$ cat src/ptc_pkg.sv
// Shared constants and carrier types for the precision time clock control block
package ptc_pkg;

  // ==========================================================================
  // Register byte offsets on the 16-bit host register port
  // ==========================================================================
  localparam logic [11:0] ADDR_CLOCK_CONTROL = 12'h600;  // Clock control
  localparam logic [11:0] ADDR_NS_LOW        = 12'h604;  // Nanoseconds [15:0]
  localparam logic [11:0] ADDR_NS_HIGH       = 12'h606;  // Nanoseconds [29:16]
  localparam logic [11:0] ADDR_SEC_LOW       = 12'h608;  // Seconds [15:0]
  localparam logic [11:0] ADDR_SEC_HIGH      = 12'h60A;  // Seconds [31:16]
  localparam logic [11:0] ADDR_SUB_PHASE     = 12'h60C;  // 8 ns slot in 40 ns
  localparam logic [11:0] ADDR_RATE_LOW      = 12'h610;  // Rate [15:0]
  localparam logic [11:0] ADDR_RATE_HIGH     = 12'h612;  // Rate [29:16] and sign

  // ==========================================================================
  // Clock control field positions and reset value
  // ==========================================================================
  localparam int unsigned CTL_CLOCK_RESET_GO  = 0;
  localparam int unsigned CTL_CLOCK_RUN_EN    = 1;
  localparam int unsigned CTL_CONT_RATE_EN    = 2;
  localparam int unsigned CTL_LOAD_TIME_GO    = 3;
  localparam int unsigned CTL_CAPTURE_TIME_GO = 4;
  localparam int unsigned CTL_STEP_SIGN       = 5;
  localparam int unsigned CTL_STEP_ADJUST_GO  = 6;
  localparam int unsigned CTL_WIDTH           = 7;   // Bits 15..7 reserved
  localparam logic [6:0]  CTL_RESET           = 7'h02;
  localparam logic [6:0]  CTL_SELF_CLEAR_MASK = 7'h59;

  // Rate high word fields
  localparam int unsigned RATE_HIGH_BITS      = 14;  // Rate bits [29:16]
  localparam int unsigned RATE_SIGN_POS       = 15;  // 1 = lower the increment
  localparam int unsigned NS_HIGH_BITS        = 14;  // Nanoseconds bits [29:16]
  localparam int unsigned PHASE_BITS          = 3;

  // Register reset values
  localparam logic [15:0] NS_LOW_RESET        = 16'h0000;
  localparam logic [13:0] NS_HIGH_RESET       = 14'h0000;
  localparam logic [15:0] SEC_WORD_RESET      = 16'h0000;
  localparam logic [2:0]  PHASE_RESET         = 3'h0;
  localparam logic [15:0] RATE_LOW_RESET      = 16'h0000;
  localparam logic [14:0] RATE_HIGH_RESET     = 15'h0000;

  // ==========================================================================
  // Timing
  // ==========================================================================
  localparam int unsigned SYS_PERIOD_NS  = 50;          // 20 MHz system clock
  localparam int unsigned REF_PERIOD_NS  = 40;          // 25 MHz reference cycle
  localparam int unsigned SLOT_NS        = 8;           // Sub-phase resolution
  localparam int unsigned SLOT_LAST      = REF_PERIOD_NS / SLOT_NS - 1;
  localparam logic [29:0] NS_PER_SEC     = 30'h3B9ACA00;

  // ==========================================================================
  // Carrier types
  // ==========================================================================
  typedef struct packed {
    logic [31:0] sec;   // Seconds count
    logic [29:0] ns;    // Nanoseconds within the second
    logic [31:0] frac;  // Sub-nanoseconds, units of 2^-32 ns
  } ptc_time_s;

  typedef struct packed {
    logic        wr;     // Write strobe, one cycle
    logic        rd;     // Read strobe, one cycle
    logic [11:0] addr;   // Byte offset, even
    logic [15:0] wdata;  // Write data
  } ptc_req_s;

endpackage : ptc_pkg

$ cat src/ptc_clock_ctrl.sv
// Precision time clock: control register, time registers and the running clock
`timescale 1ns/1ps
`default_nettype none
module ptc_clock_ctrl (
  input  wire logic                 sys_clk,
  input  wire logic                 nrst,
  input  wire ptc_pkg::ptc_req_s    reg_req,    // Host register request
  output logic               [15:0] reg_rdata,  // Read data, one cycle after rd
  output ptc_pkg::ptc_time_s        live_time,  // Running clock
  output logic                [2:0] live_phase  // Running 8 ns slot
);

  // ==========================================================================
  // Registers
  // ==========================================================================
  logic [6:0]  ctl_q, ctl_d;          // Clock control bits 6..0
  logic [15:0] ns_low_q, ns_low_d;    // Nanoseconds [15:0]
  logic [13:0] ns_high_q, ns_high_d;  // Nanoseconds [29:16]
  logic [15:0] sec_low_q, sec_low_d;  // Seconds [15:0]
  logic [15:0] sec_high_q, sec_high_d;// Seconds [31:16]
  logic [2:0]  phase_q, phase_d;      // Sub-phase slot
  logic [15:0] rate_low_q, rate_low_d;// Rate [15:0]
  logic [14:0] rate_high_q, rate_high_d; // Rate sign and [29:16]
  logic [15:0] rdata_q, rdata_d;      // Read data holding register
  ptc_pkg::ptc_time_s time_q, time_d; // Running clock

  // Decoded writes
  logic        wr_ctl, wr_ns_low, wr_ns_high, wr_sec_low, wr_sec_high;
  logic        wr_phase, wr_rate_low, wr_rate_high, wr_time_reg;

  // Actions and modes this cycle, taken from the stored go and mode bits
  logic        do_reset, do_load, do_capture, do_step, run_en, cont_en;
  logic [29:0] rate_val;
  logic [29:0] step_ns;
  logic [1:0]  ticks;
  logic [2:0]  slot;

  // ==========================================================================
  // Helpers
  // ==========================================================================
  // Add an increment in ns.frac form and wrap nanoseconds into seconds
  // Limitation: one wrap only, so a step of a second or more can leave
  // nanoseconds out of range for one cycle, until the next add wraps them
  function automatic ptc_pkg::ptc_time_s time_add(ptc_pkg::ptc_time_s t, logic [61:0] inc);
    logic [62:0] sum;
    ptc_pkg::ptc_time_s r;
    sum = {1'b0, t.ns, t.frac} + {1'b0, inc};
    r   = t;
    if (sum[62:32] >= {1'b0, ptc_pkg::NS_PER_SEC}) begin
      sum   = sum - {1'b0, ptc_pkg::NS_PER_SEC, 32'h00000000};
      r.sec = t.sec + 32'h00000001;
    end
    r.ns   = sum[61:32];
    r.frac = sum[31:0];
    return r;
  endfunction : time_add

  // Subtract whole nanoseconds, borrowing from seconds when needed
  // One borrow only; a backward step of a full second or more is not
  // folded, which keeps the path short at the cost of range
  function automatic ptc_pkg::ptc_time_s time_sub(ptc_pkg::ptc_time_s t, logic [29:0] v);
    logic [30:0] diff;
    ptc_pkg::ptc_time_s r;
    diff = {1'b0, t.ns} - {1'b0, v};
    r    = t;
    if (diff[30]) begin
      diff  = diff + {1'b0, ptc_pkg::NS_PER_SEC};
      r.sec = t.sec - 32'h00000001;
    end
    r.ns = diff[29:0];
    return r;
  endfunction : time_sub

  // ==========================================================================
  // Address decode
  // ==========================================================================
  // Only full 16-bit words are decoded; odd offsets hit nothing
  always_comb begin
    wr_ctl       = reg_req.wr && (reg_req.addr == ptc_pkg::ADDR_CLOCK_CONTROL);
    wr_ns_low    = reg_req.wr && (reg_req.addr == ptc_pkg::ADDR_NS_LOW);
    wr_ns_high   = reg_req.wr && (reg_req.addr == ptc_pkg::ADDR_NS_HIGH);
    wr_sec_low   = reg_req.wr && (reg_req.addr == ptc_pkg::ADDR_SEC_LOW);
    wr_sec_high  = reg_req.wr && (reg_req.addr == ptc_pkg::ADDR_SEC_HIGH);
    wr_phase     = reg_req.wr && (reg_req.addr == ptc_pkg::ADDR_SUB_PHASE);
    wr_rate_low  = reg_req.wr && (reg_req.addr == ptc_pkg::ADDR_RATE_LOW);
    wr_rate_high = reg_req.wr && (reg_req.addr == ptc_pkg::ADDR_RATE_HIGH);
    wr_time_reg  = wr_ns_low || wr_ns_high || wr_sec_low || wr_sec_high;
  end

  // ==========================================================================
  // Control decode
  // ==========================================================================
  // Go bits act in the cycle after the write that set them
  // A go bit reads back as one only in that single cycle
  always_comb begin
    do_reset   = ctl_q[ptc_pkg::CTL_CLOCK_RESET_GO];
    do_load    = ctl_q[ptc_pkg::CTL_LOAD_TIME_GO];
    do_capture = ctl_q[ptc_pkg::CTL_CAPTURE_TIME_GO];
    do_step    = ctl_q[ptc_pkg::CTL_STEP_ADJUST_GO];
    run_en     = ctl_q[ptc_pkg::CTL_CLOCK_RUN_EN];
    rate_val   = {rate_high_q[ptc_pkg::RATE_HIGH_BITS-1:0], rate_low_q};
    // A zero rate turns adjustment off whatever the mode bit says
    cont_en    = ctl_q[ptc_pkg::CTL_CONT_RATE_EN] && (rate_val != 30'h00000000);
    step_ns    = {ns_high_q, ns_low_q};
  end

  // ==========================================================================
  // Reference-cycle sequencer
  // ==========================================================================
  // Frozen together with the clock so the sub-phase stays meaningful
  // Load resumes from the phase word so slot and time stay in step
  ptc_ref_tick u_ref_tick (
    .sys_clk   (sys_clk),
    .nrst      (nrst),
    .run_en    (run_en),
    .clear     (do_reset),
    .load_en   (do_load),
    .load_slot (phase_q),
    .ticks     (ticks),
    .slot      (slot)
  );

  // ==========================================================================
  // Running clock
  // ==========================================================================
  // Priority: reset, then load, then normal advance plus any step
  // Step follows the advance so neither is lost in a shared cycle
  always_comb begin
    logic [61:0] per_tick;
    logic [61:0] inc;
    per_tick = {30'(ptc_pkg::REF_PERIOD_NS), 32'h00000000};
    inc      = 62'h0;
    time_d   = time_q;
    // Increment per reference cycle is 40 ns moved by the rate
    if (cont_en) begin
      if (rate_high_q[ptc_pkg::RATE_SIGN_POS-1]) begin
        per_tick = per_tick - {32'h00000000, rate_val};
      end else begin
        per_tick = per_tick + {32'h00000000, rate_val};
      end
    end
    if (ticks == 2'h2) begin
      inc = {per_tick[60:0], 1'b0};
    end else if (ticks == 2'h1) begin
      inc = per_tick;
    end
    if (do_reset) begin
      time_d = '0;
    end else if (do_load) begin
      // Sub-nanoseconds restart from zero on a direct setting
      time_d = '{sec: {sec_high_q, sec_low_q}, ns: step_ns, frac: 32'h00000000};
    end else begin
      // No ticks while frozen, so the value holds
      time_d = time_add(time_q, inc);
      if (do_step) begin
        if (ctl_q[ptc_pkg::CTL_STEP_SIGN]) begin
          time_d = time_add(time_d, {step_ns, 32'h00000000});
        end else begin
          time_d = time_sub(time_d, step_ns);
        end
      end
    end
  end

  // Clock register
  // Synchronous reset only; the clock restarts at zero with run enabled
  always_ff @(posedge sys_clk) begin
    if (!nrst) begin
      time_q <= '0;
    end else begin
      time_q <= time_d;
    end
  end

  // ==========================================================================
  // Host registers
  // ==========================================================================
  // Capture lands first; a software write in the same cycle overrides it
  // Captured words come from the registered clock, one cycle after the go bit
  always_comb begin
    ctl_d       = ctl_q & ~ptc_pkg::CTL_SELF_CLEAR_MASK;
    ns_low_d    = ns_low_q;
    ns_high_d   = ns_high_q;
    sec_low_d   = sec_low_q;
    sec_high_d  = sec_high_q;
    phase_d     = phase_q;
    rate_low_d  = rate_low_q;
    rate_high_d = rate_high_q;
    if (do_capture) begin
      ns_low_d   = time_q.ns[15:0];
      ns_high_d  = time_q.ns[29:16];
      sec_low_d  = time_q.sec[15:0];
      sec_high_d = time_q.sec[31:16];
      phase_d    = slot;
    end
    // A fresh write of a go bit wins over its self-clear
    if (wr_ctl) begin
      ctl_d = reg_req.wdata[ptc_pkg::CTL_WIDTH-1:0];
    end
    if (wr_ns_low) begin
      ns_low_d = reg_req.wdata;
    end
    if (wr_ns_high) begin
      ns_high_d = reg_req.wdata[ptc_pkg::NS_HIGH_BITS-1:0];
    end
    if (wr_sec_low) begin
      sec_low_d = reg_req.wdata;
    end
    if (wr_sec_high) begin
      sec_high_d = reg_req.wdata;
    end
    if (wr_phase) begin
      phase_d = reg_req.wdata[ptc_pkg::PHASE_BITS-1:0];
    end
    // Time word writes make any held sub-phase stale
    if (wr_time_reg) begin
      phase_d = ptc_pkg::PHASE_RESET;
    end
    if (wr_rate_low) begin
      rate_low_d = reg_req.wdata;
    end
    if (wr_rate_high) begin
      rate_high_d = {reg_req.wdata[ptc_pkg::RATE_SIGN_POS], reg_req.wdata[ptc_pkg::RATE_HIGH_BITS-1:0]};
    end
  end

  // Host register bank
  always_ff @(posedge sys_clk) begin
    if (!nrst) begin
      ctl_q       <= ptc_pkg::CTL_RESET;
      ns_low_q    <= ptc_pkg::NS_LOW_RESET;
      ns_high_q   <= ptc_pkg::NS_HIGH_RESET;
      sec_low_q   <= ptc_pkg::SEC_WORD_RESET;
      sec_high_q  <= ptc_pkg::SEC_WORD_RESET;
      phase_q     <= ptc_pkg::PHASE_RESET;
      rate_low_q  <= ptc_pkg::RATE_LOW_RESET;
      rate_high_q <= ptc_pkg::RATE_HIGH_RESET;
    end else begin
      ctl_q       <= ctl_d;
      ns_low_q    <= ns_low_d;
      ns_high_q   <= ns_high_d;
      sec_low_q   <= sec_low_d;
      sec_high_q  <= sec_high_d;
      phase_q     <= phase_d;
      rate_low_q  <= rate_low_d;
      rate_high_q <= rate_high_d;
    end
  end

  // ==========================================================================
  // Read path
  // ==========================================================================
  // Reserved bits and unmapped offsets read as zero
  // Registered read data eases host timing at the cost of one cycle
  always_comb begin
    rdata_d = rdata_q;
    if (reg_req.rd) begin
      unique case (reg_req.addr)
        ptc_pkg::ADDR_CLOCK_CONTROL: rdata_d = {9'h000, ctl_q};
        ptc_pkg::ADDR_NS_LOW:        rdata_d = ns_low_q;
        ptc_pkg::ADDR_NS_HIGH:       rdata_d = {2'h0, ns_high_q};
        ptc_pkg::ADDR_SEC_LOW:       rdata_d = sec_low_q;
        ptc_pkg::ADDR_SEC_HIGH:      rdata_d = sec_high_q;
        ptc_pkg::ADDR_SUB_PHASE:     rdata_d = {13'h0000, phase_q};
        ptc_pkg::ADDR_RATE_LOW:      rdata_d = rate_low_q;
        ptc_pkg::ADDR_RATE_HIGH:     rdata_d = {rate_high_q[14], 1'b0, rate_high_q[13:0]};
        default:                     rdata_d = 16'h0000;
      endcase
    end
  end

  // Read data register; holds until the next read
  always_ff @(posedge sys_clk) begin
    if (!nrst) begin
      rdata_q <= 16'h0000;
    end else begin
      rdata_q <= rdata_d;
    end
  end

  assign reg_rdata  = rdata_q;
  assign live_time  = time_q;
  assign live_phase = slot;

endmodule : ptc_clock_ctrl
`default_nettype wire

$ cat src/ptc_ref_tick.sv
// Reference-cycle sequencer: 25 MHz update ticks and 8 ns slot seen from sys_clk
`timescale 1ns/1ps
`default_nettype none
module ptc_ref_tick (
  input  wire logic       sys_clk,
  input  wire logic       nrst,
  input  wire logic       run_en,     // Advance the sequence
  input  wire logic       clear,      // Back to slot 0
  input  wire logic       load_en,    // Take load_slot
  input  wire logic [2:0] load_slot,  // Slot to resume from
  output logic      [1:0] ticks,      // Reference cycles in this sys cycle
  output logic      [2:0] slot        // Current 8 ns slot
);

  // ==========================================================================
  // Offset of sys_clk inside the current 40 ns reference cycle
  // ==========================================================================
  logic [5:0] off_q;  // 0..39 ns
  logic [5:0] off_d;
  logic [6:0] sum;    // Offset plus one sys period

  // Next offset; 50 ns always spans one or two reference cycles
  always_comb begin
    sum   = {1'b0, off_q} + 7'(ptc_pkg::SYS_PERIOD_NS);
    ticks = 2'h0;
    off_d = off_q;
    if (clear) begin
      off_d = 6'h00;
    end else if (load_en) begin
      // Slots above the last one are meaningless; treat them as slot 0
      off_d = (load_slot > 3'(ptc_pkg::SLOT_LAST)) ? 6'h00 : 6'(load_slot) * 6'(ptc_pkg::SLOT_NS);
    end else if (run_en) begin
      if (sum >= 7'(2 * ptc_pkg::REF_PERIOD_NS)) begin
        ticks = 2'h2;
        off_d = 6'(sum - 7'(2 * ptc_pkg::REF_PERIOD_NS));
      end else begin
        ticks = 2'h1;
        off_d = 6'(sum - 7'(ptc_pkg::REF_PERIOD_NS));
      end
    end
  end

  // Offset register
  always_ff @(posedge sys_clk) begin
    if (!nrst) begin
      off_q <= 6'h00;
    end else begin
      off_q <= off_d;
    end
  end

  // Slot index; from reset only slots 0..3 are seen at 50 ns sampling, but a loaded slot can also bring up slot 4
  assign slot = 3'(off_q / 6'(ptc_pkg::SLOT_NS));

endmodule : ptc_ref_tick
`default_nettype wire

$ cat config.mk
export PLATFORM = sky130hd
export DESIGN_NAME = ptc_clock_ctrl
export DESIGN_NICKNAME = d
export VERILOG_FILES = /design/src/ptc_pkg.sv /design/src/ptc_clock_ctrl.sv /design/src/ptc_ref_tick.sv
export SDC_FILE = /design/constraint.sdc
export NUM_CORES = 1
export LEC_CHECK = 0
export ABC_CLOCK_PERIOD_IN_PS = 15600
export BUFFER_PORTS_ARGS = -buffer_cell sky130_fd_sc_hd__buf_4
export CAP_MARGIN = 25
export CORE_MARGIN = 8
export CORE_UTILIZATION = 45
export DETAILED_ROUTE_END_ITERATION = 8
export GPL_TIMING_DRIVEN = 1
export SLEW_MARGIN = 20
export SYNTH_ARGS = -nofsm -noshare
export SYNTH_HDL_FRONTEND = slang
export SYNTH_HIERARCHICAL = 1
export SYNTH_SLANG_ARGS = --single-unit
$ cat constraint.sdc
create_clock -name sys_clk -period 15.6 [get_ports sys_clk]
set_input_delay 2.34 -clock sys_clk [delete_from_list [all_inputs] [get_ports sys_clk]]
set_output_delay 2.34 -clock sys_clk [all_outputs]
set_load 0.02 [all_outputs]
* After elaboration in Yosys (flattened, before gate mapping)
Index checks and enable logic that the tools add are counted.
** Operators by class
- Bitwise operators :: 1
- $lt $le $gt $ge :: 4
- Equal/unequal tests :: 10
- Mux-type cells :: 36
- Reduce and logical (&&, ||, !) cells :: 23
- Add/sub/neg operators :: 14
** Operators with widths (number)
- $mux 62 :: 8
- $mux 94 :: 3
- $mux 32 :: 5
- $pmux 16 s8 :: 1
- $add 62x62->63 :: 2
- $sub 62x62->62 const B :: 2
- $eq 12x11->1 const B :: 8
- $mux 16 :: 6
- $add 32x1->32 const B :: 2
- $ge 31x30->1 const B :: 2
- $add 38x30->39 const A :: 1
- $sub 38x30->39 const A :: 1
- $sub 32x1->32 const B :: 1
- $sub 30x30->31 :: 1
- $add 30x30->30 const B :: 1
- $mux 30 :: 1
- $reduce_bool 30->1 :: 1
- $mux 14 :: 2
- $mux 6 :: 4
- $reduce_bool 2->1 :: 6
- $logic_and 1x1->1 :: 9
- $mux 2 :: 4
- $add 6x6->7 const B :: 1
- $ge 7x7->1 const B :: 1
- other kinds (11) :: 15
** Storage, ports and cells
- Bits in registers :: 219
- Logic and storage cells :: 102
- Bits of input ports :: 32
- Output and inout bits :: 113

* Depth between registers and ports, before layout
Gate-level depths: netlist of the first run.
- Word-level depth :: 20
- Gate-level depth with buffers :: 54
- Gate-level depth less buffers :: 49

* By module
Netlist of the first run, hierarchy kept.
** By module, submodules not included
- ptc_clock_ctrl :: cells each 2902, area each 21190.3 um2, times used 1
- ptc_ref_tick :: cells each 57, area each 473.0 um2, times used 1

* Worst setup path after synthesis of the first run
Ideal clock, no wire load.
- Path type :: register to register
- Start :: register rate_low_q[0]
- End :: register time_q, in the netlist live_time[57]
- Arrival :: 11.439 ns
- Clock period less this slack :: 11.509 ns
- Library setup time :: 0.070 ns
- Path buffers :: 6
- Data required time :: 15.530 ns
- Cell stages (with the launch flop) :: 50
- Path slack :: 4.091 ns
- Cells stage by stage :: dfxtp_1 > inv_1 > ha_1 > nand2_1 > or3_1 > or2_2 > or3_1 > nor2_1 > nand2_1 > or3_1 > or4_1 > o21ai_1 > clkbuf_1 > o31ai_1 > ha_1 > buf_2 > nand4_1 > or3_1 > [14 not listed] > a221o_1 > a311o_1 > a31oi_1 > o211ai_1 > a2111oi_0 > o31ai_1 > nand2_1 > nand4_1 > a311oi_1 > clkbuf_1 > clkbuf_1 > nor2_1 > nand3_1 > xnor2_1 > nand2_1 > o211ai_1 > o211ai_1 > a21oi_1
** Between the ends
- Word-level cells in the longest chain between the ends :: 16
** RTL lines
- from (decl) :: RTL line ptc_clock_ctrl.sv:22 : logic [15:0] rate_low_q, rate_low_d;
- from (signal assigned) :: RTL line ptc_clock_ctrl.sv:236 : rate_low_q <= ptc_pkg::RATE_LOW_RESET;
- from (signal assigned) :: RTL line ptc_clock_ctrl.sv:245 : rate_low_q <= rate_low_d;
- $add 38x30->39 (tied with other cells) :: RTL line ptc_clock_ctrl.sv:139 : per_tick = per_tick + {32'h00000000, rate_val};
- $mux 62 or $logic_and 1x1->1 (tied branches) :: RTL line ptc_clock_ctrl.sv:136, ptc_clock_ctrl.sv:103
- $mux 62 * :: RTL line ptc_clock_ctrl.sv:135 : if (cont_en) begin
- $mux 62 :: RTL line ptc_clock_ctrl.sv:144 : end else if (ticks == 2'h1) begin
- $mux 62 * :: RTL line ptc_clock_ctrl.sv:142 : if (ticks == 2'h2) begin
- $add 62x62->63 * :: RTL line ptc_clock_ctrl.sv:47 : sum = {1'b0, t.ns, t.frac} + {1'b0, inc};
- $sub 62x62->62 or $ge 31x30->1 (tied branches) :: RTL line ptc_clock_ctrl.sv:50, ptc_clock_ctrl.sv:49
- $mux 62 * :: RTL line ptc_clock_ctrl.sv:49 : if (sum[62:32] >= {1'b0, ptc_pkg::NS_PER_SEC}) begin
- $mux 62 * :: RTL line ptc_clock_ctrl.sv:149 : end else if (do_load) begin
- $mux 62 * :: RTL line ptc_clock_ctrl.sv:147 : if (do_reset) begin
- $add 62x62->63 or $sub 30x30->31 (tied branches) :: RTL line ptc_clock_ctrl.sv:47, ptc_clock_ctrl.sv:64
- $sub 62x62->62 (tied with other cells) :: RTL line ptc_clock_ctrl.sv:50 : sum = sum - {1'b0, ptc_pkg::NS_PER_SEC, 32'h00000000};
- $mux 62 or $mux 30 (tied branches) :: RTL line ptc_clock_ctrl.sv:49, ptc_clock_ctrl.sv:66
- $mux 94 :: RTL line ptc_clock_ctrl.sv:156 : if (ctl_q[ptc_pkg::CTL_STEP_SIGN]) begin
- $mux 94 * :: RTL line ptc_clock_ctrl.sv:155 : if (do_step) begin
- $mux 94 * :: RTL line ptc_clock_ctrl.sv:149
- to (signal assigned) :: RTL line ptc_clock_ctrl.sv:171 : time_q <= time_d;
- to (decl) :: RTL line ptc_clock_ctrl.sv:25 : ptc_pkg::ptc_time_s time_q, time_d;
Mark *: on every way between the ends. The rest lies on a longest branch, timed or not. The select of a mux whose other input is x is not followed.
A chain may end at the register's enable or synchronous reset.

* Worst setup path in the final report of the first run
- Start :: register rate_low_q[0]
- End :: register time_q, in the netlist live_time[61]
The elaborated chain is that of the path after synthesis.

==> flow_metrics.tcl, run 1 <==
set metrics [dict create \
    row_count 80 \
    mostFrequentLayoutCells "nand2_1, nor2_1, dfxtp_1" \
    fin_skew_ns 0.0179 \
    rr_worst_depth 46 \
    clockPowerShare 0.269 \
    whs_path_depth 2 \
    switchingPower_mw 0.990 \
    crit_cells 46 \
    ir_drop_mv 0.303 \
    h-tree-depth 1 \
    cp-start-kind "flop" \
    power.share.sequential 0.256 \
    syn_inst 2959 \
    setup_viol 0 \
    grt_overflow 0 \
    critical_path.endpoint_type "flop" \
    ioPinCount 145 \
    diodes 0 \
    cts_tree "yes" \
    crit_top_cell "nand2_1" \
    cpMaxStageDelayCell "a2111oi_1" \
    post-route-min-period_ns 14.48 \
    start_util 0.455 \
    vias 23400 \
    fin_setup_tns_ns 0 \
    antenna_found_initial 0 \
    totalWireLength_um 94200 \
    numCtsBuffers 26 \
    synth_nets 3104 \
    synthArstFlopShare 0 \
    dp_cells 3553 \
    period_share 0.928 \
    worst_slew_pin_slew_ns 1.07 \
    die_x_um 235 \
    globalplace.congestion 1.02 \
    path_delay_family "compound AO/OA/AOI/OAI gates" \
    critPathMaxFanout 24 \
    max_stage_delay_ns 0.91 \
    drive_above_1_share 0.0997 \
    synth-seq-area-share 0.201 \
    yosys_warnings 6 \
    powerDensity_nw_per_um2 96.4 \
    grt_max_degree 112 \
    pre_cts_ws_ns 1.37 \
    clkSlewWorstSetupHoldPaths_ns 0.07 \
    die_area_um2 55400 \
    layout_commonest_cell "nand2_1" \
    yosysTopAreaCellShare 0.201 \
    synth_top_flop_cell "dfxtp_1" \
    portBuffers 144 \
    critical_path_class "flop to flop" \
    die_y_um 235 \
    finalMaxSlewViolations 0 \
    hold_class "flop to flop" \
    cts_resized 0 \
    yosysTopAreaCell "dfxtp_1" \
    avgSynthCellArea_um2 7.32 \
    total_power_mw 2.31 \
    leakage_nw 9.65 \
    finalWorstSetupSlack_ns 1.12 \
    min_to "live_time[65]" \
    insertion_delay_ns 0.57 \
    cts_setup_buffers 0 \
    cellInternalPower_mw 1.32 \
    r2r-end "live_time[61]" \
    cap_violations 0 \
    cts_sinks 218 \
    grt_pass1_vias 21600 \
    first_pass_iters 6 \
    core_um2 47600 \
    min-delay-start "sec_low_q[3]" \
    routedWlPerCell_um 26.1 \
    final_util 0.503 \
    root_buffer "clkbuf_16" \
    clock_path_buffers 3 \
    drc 0 \
    crit_required_ns 16.02 \
    critPathBufInv 4 \
    comb_power_share 0.475 \
    synthDistinctLibCells 93 \
    antenna_left 0 \
    nets 3116 \
    r2r_setup_slack_ns 1.12 \
    grt_pass1_wl_um 140000 \
    worstPathArrival_ns 14.89 \
    drt_iter0_drc 2676 \
    grt_usage 0.321 \
    status "finished, final reports clean" \
    area_growth_syn_to_layout_pct 10.6 \
    synth_edf_count 0 \
    ys_ff_latch 218 \
    switching_share 0.428 \
    dp_hpwl_um 73800 \
    r2r-start "rate_low_q[0]" \
    rsz0062_at_grt "false" \
    holdBufCountCts 0 \
    slew_headroom 0.286 \
    fmax_mhz 69.1 \
    synthTopCellsByArea "dfxtp_1, ha_1, nand2_1" \
    fin_cells 3603 \
    viasPerCell 6.50 \
    hold_viol 0 \
    netlist_area_um2 21700 \
]
[per-stage QoR]
stage	cell area, µm²	hold slack, ns
3_5_place_dp	23000	0.488
3_3_place_gp	23000	0.480
4_1_cts	23900	0.495
5_1_grt	24000	0.522
2_1_floorplan	21700	0.444
6_report	24000	0.498
[synthesized netlist by cell type, types with 17 or more instances]
master,count
a211oi_1,46
a21boi_0,35
a21o_1,29
a21oi_1,189
a31oi_1,32
and2_1,25
and3_1,34
clkbuf_1,170
dfxtp_1,218
ha_1,110
inv_1,98
mux2i_1,81
nand2_1,349
nand2b_1,29
nand3_1,81
nand4_1,50
nor2_1,277
nor2b_1,28
nor3_1,69
nor4_1,24
o211a_1,72
o211ai_1,81
o21a_1,24
o21ai_0,126
o22a_1,21
o31ai_1,29
or2_2,17
or3_1,36
xnor2_1,144
xor2_1,107
[area by class of cell]
cell class / instances / area (µm²)
clock buffers: 32 / 703
well taps: 615 / 769
flip-flops and latches: 218 / 4370
clock inverters: 13 / 140
multi-input cells: 2433 / 16100
inverters: 102 / 383
repair buffers: 190 / 1460
fillers: 4782 / 23700
[kinds of logic (layout without fill, tap and decap cells)]
family | after synthesis | after routing | share of synthesized area
and+or+nand+nor | 1090 | 1090 | 0.242
AOI/OAI and AO/OA | 890 | 890 | 0.292
buffers and inverters | 308 | 337 | 0.0549
xor gates and xnor gates | 252 | 252 | 0.103
DFF | 218 | 218 | 0.201
adders and majority gates | 113 | 113 | 0.0663
muxes | 88 | 88 | 0.0411
[how the worst max path moves through the flow]
stage | start | end
5_1_grt | rate_low_q[0] | live_time[61]
6_report | rate_low_q[0] | live_time[61]
3_3_place_gp | rate_low_q[0] | live_time[61]
4_1_cts | rate_low_q[0] | live_time[61]
3_5_place_dp | rate_low_q[0] | live_time[61]
2_1_floorplan | rate_low_q[0] | live_time[57]
[worst reg2reg max path: cells and delay by family (launching register included)]
kind	cells	cell delay, ns
buf+inv	4	1.11
compound gates	19	7.34
flops	1	0.34
xor+xnor	2	0.36
simple gates	18	4.03
fa+ha+maj	3	1.15
[per-layer routing]
layer / GRT usage / share of wire / routed length, µm
met3: 0.0521 / 0.088 / 8260
met5: 0 / 0 / 0
met2: 0.503 / 0.44 / 41200
met4: 0.115 / 0.042 / 3960
met1: 0.440 / 0.43 / 40800
[power groups by stage]
stage                     Combinational [mW]  Sequential (mW)  Clock (mW)
after floorplan                        0.767            0.600           0
after global placement                  1.05            0.604           0
after detailed placement                1.06            0.603           0
after CTS                               1.07            0.591       0.624
after global routing                    1.19            0.593       0.646
final                                   1.10            0.592       0.622
[registers in the layout, summed over array words and instances, names as in the netlist]
signal and cells:
ns_high_q 14, ns_low_q 16, u_ref_tick/off_q 5, ctl_q 7, phase_q 3, sec_high_q 16
sec_low_q 16, rate_low_q 16, rate_high_q 15, live_time 94, reg_rdata 16
Power figures use the tool's default switching activity.
==> inputs of run 2 (changes only) <==
- ABC_AREA: not set -> 1
==> run 2 against run 1 <==
The flow now finishes with violations (design-rule violations). Sequential cell count is the same. Sequential power down 0.7%. Power rose by 32%. Largest power group unchanged.
==> flow_metrics.tcl, run 2 <==
set metrics [dict create \
    critical_path_class "flop to flop" \
    synthTopCellsByCount "nand2_1, inv_1, nor2_1" \
    synth-seq-area-share 0.184 \
    crit_top_cell "nor2_1" \
    rsz0062_at_grt "false" \
    core_um2 52300 \
    top_layer_used "met5" \
    setup_viol 0 \
    nets 4424 \
    insertion_delay_ns 0.62 \
    grt_max_degree 71 \
    yosysTopAreaCellShare 0.184 \
    synthArstFlopShare 0 \
    first_pass_iters 8 \
    whs_ns 0.464 \
    antenna_left 0 \
    fin_skew_ns 0.0266 \
    row_count 84 \
    critical_path.endpoint_type "flop" \
    antenna_found_initial 1 \
    total_power_mw 3.06 \
    root_buffer "clkbuf_16" \
    synth_top_flop_cell "dfxtp_1" \
    seq_area_um2 4370 \
    portBuffers 144 \
    ir_drop_mv 0.118 \
    synth_most_common_cell "nand2_1" \
    start_util 0.453 \
    cp-start-kind "flop" \
    cts_resized 0 \
    min-delay-start "sec_high_q[12]" \
    met3_length_um 13500 \
    met1_length_um 47900 \
    dp_hpwl_um 91100 \
    layout_commonest_cell "nand2_1" \
    wl_met2_um 45200 \
    status "finished with violations" \
    drive_above_1_share 0.0749 \
    min_to "live_time[90]" \
    avgSynthCellArea_um2 5.61 \
    finalMaxSlewViolations 0 \
    post-route-min-period_ns 12.51 \
    yosys_warnings 6 \
    worst_slew_pin_slew_ns 1.09 \
    synth_nets 4371 \
    synth_edf_count 0 \
    h-tree-depth 1 \
    grt_pass1_vias 25600 \
    globalplace.congestion 1.07 \
    r2r-end "live_time[78]" \
    drc 1 \
    syn_inst 4226 \
    fill_cells 5760 \
    grt_usage 0.352 \
    fin_setup_tns_ns 0 \
    startpoint "rate_low_q[0]" \
    cts_setup_buffers 0 \
    final_util 0.503 \
    hold_viol 0 \
    r2r-start "rate_low_q[0]" \
    critPathMaxFanout 57 \
    ys_ff_latch 218 \
    drt_iter0_drc 3671 \
    clock_path_buffers 3 \
    multiInputGateArea_um2 16000 \
    ioPinCount 145 \
    worstPathArrival_ns 12.99 \
    totalWireLength_um 111000 \
    grt_overflow 0 \
    powerDensity_nw_per_um2 116 \
    cts_sinks 218 \
    netlist_area_um2 23700 \
    fmax_mhz 79.9 \
    synthTopCellsByArea "dfxtp_1, nand2_1, inv_1" \
    slew_headroom 0.265 \
    die_area_um2 60300 \
    die_y_um 246 \
    cts_tree "yes" \
    cap_violations 0 \
    numCtsBuffers 29 \
    viasPerCell 5.74 \
    crit_required_ns 16.08 \
    rr_worst_depth 59 \
    synthDistinctLibCells 58 \
    hold_class "flop to flop" \
    leakage_nw 13.0 \
    diodes 0 \
    violations "design-rule violations" \
    yosysTopAreaCell "dfxtp_1" \
    die_x_um 246 \
    routedWlPerCell_um 22.3 \
    mostFrequentLayoutCells "nand2_1, inv_1, nor2_1" \
    cpMaxStageDelayCell "nand3_4" \
    holdBufCountCts 0 \
    period_share 0.802 \
    clkSlewWorstSetupHoldPaths_ns 0.06 \
    max_stage_delay_ns 0.72 \
    vias 28600 \
    grt_pass1_wl_um 163000 \
    whs_path_depth 2 \
    r2r_setup_slack_ns 3.09 \
    largest_reg_flops 94 \
    area_growth_syn_to_layout_pct 11.1 \
]
run 2: layout make-up:
class	count	share of cell area
Sequential cell	218	0.166
Tap cell	688	0.0327
Timing Repair Buffer	170	0.0497
Multi-Input combinational cell	3134	0.608
Clock buffer	39	0.0309
Clock inverter	13	0.00931
Inverter	726	0.103
run 2: power breakdown:
part	switching (mW)	internal (mW)	total, mW
Combinational	1.20	0.502	1.70
Sequential	0.0226	0.565	0.588
Clock	0.305	0.466	0.771
Total	1.53	1.53	3.06
run 2: worst max path at each step:
stage / slack (ns) / to / cells past startpoint
2_1_floorplan: 6.77 / live_time[41] / 65
3_3_place_gp: 3.32 / live_time[71] / 60
3_5_place_dp: 3.46 / live_time[71] / 60
4_1_cts: 3.36 / live_time[71] / 60
5_1_grt: 2.19 / live_time[89] / 63
6_report: 3.09 / live_time[78] / 59
run 2: critical path: cells and delay by family, from the launching register on:
kind	cells	cell delay [ns]
fa+ha+maj	3	1.01
xor+xnor	2	0.67
buf+inv	11	1.34
flops	1	0.33
compound gates	5	0.74
simple gates	38	8.24
run 2: logic make-up (layout without fill, tap and decap cells):
logic type	after synthesis	count (layout)	synth area share
AOI/OAI and AO/OA	842	842	0.198
xor gates and xnor gates	124	124	0.0458
adders and majority gates	113	113	0.0606
buffers and inverters	874	948	0.141
DFF	218	218	0.184
and+or+nand+nor	2055	2055	0.371
run 2: stage by stage:
stage | worst slack (ns) | instance area, µm² | std cells
after global routing | 2.19 | 26300 | 4988
after detailed placement | 3.46 | 25200 | 4932
final | 3.09 | 26300 | 4988
after floorplan | 6.77 | 23700 | 4226
after CTS | 3.36 | 26300 | 4984
after global placement | 3.32 | 25200 | 4932
run 2: per-layer routing:
metal / vias up / global-route usage
li1: 13800 / -
met1: 13100 / 0.500
met2: 1556 / 0.515
met3: 224 / 0.0738
met4: 2 / 0.134
met5: - / 0
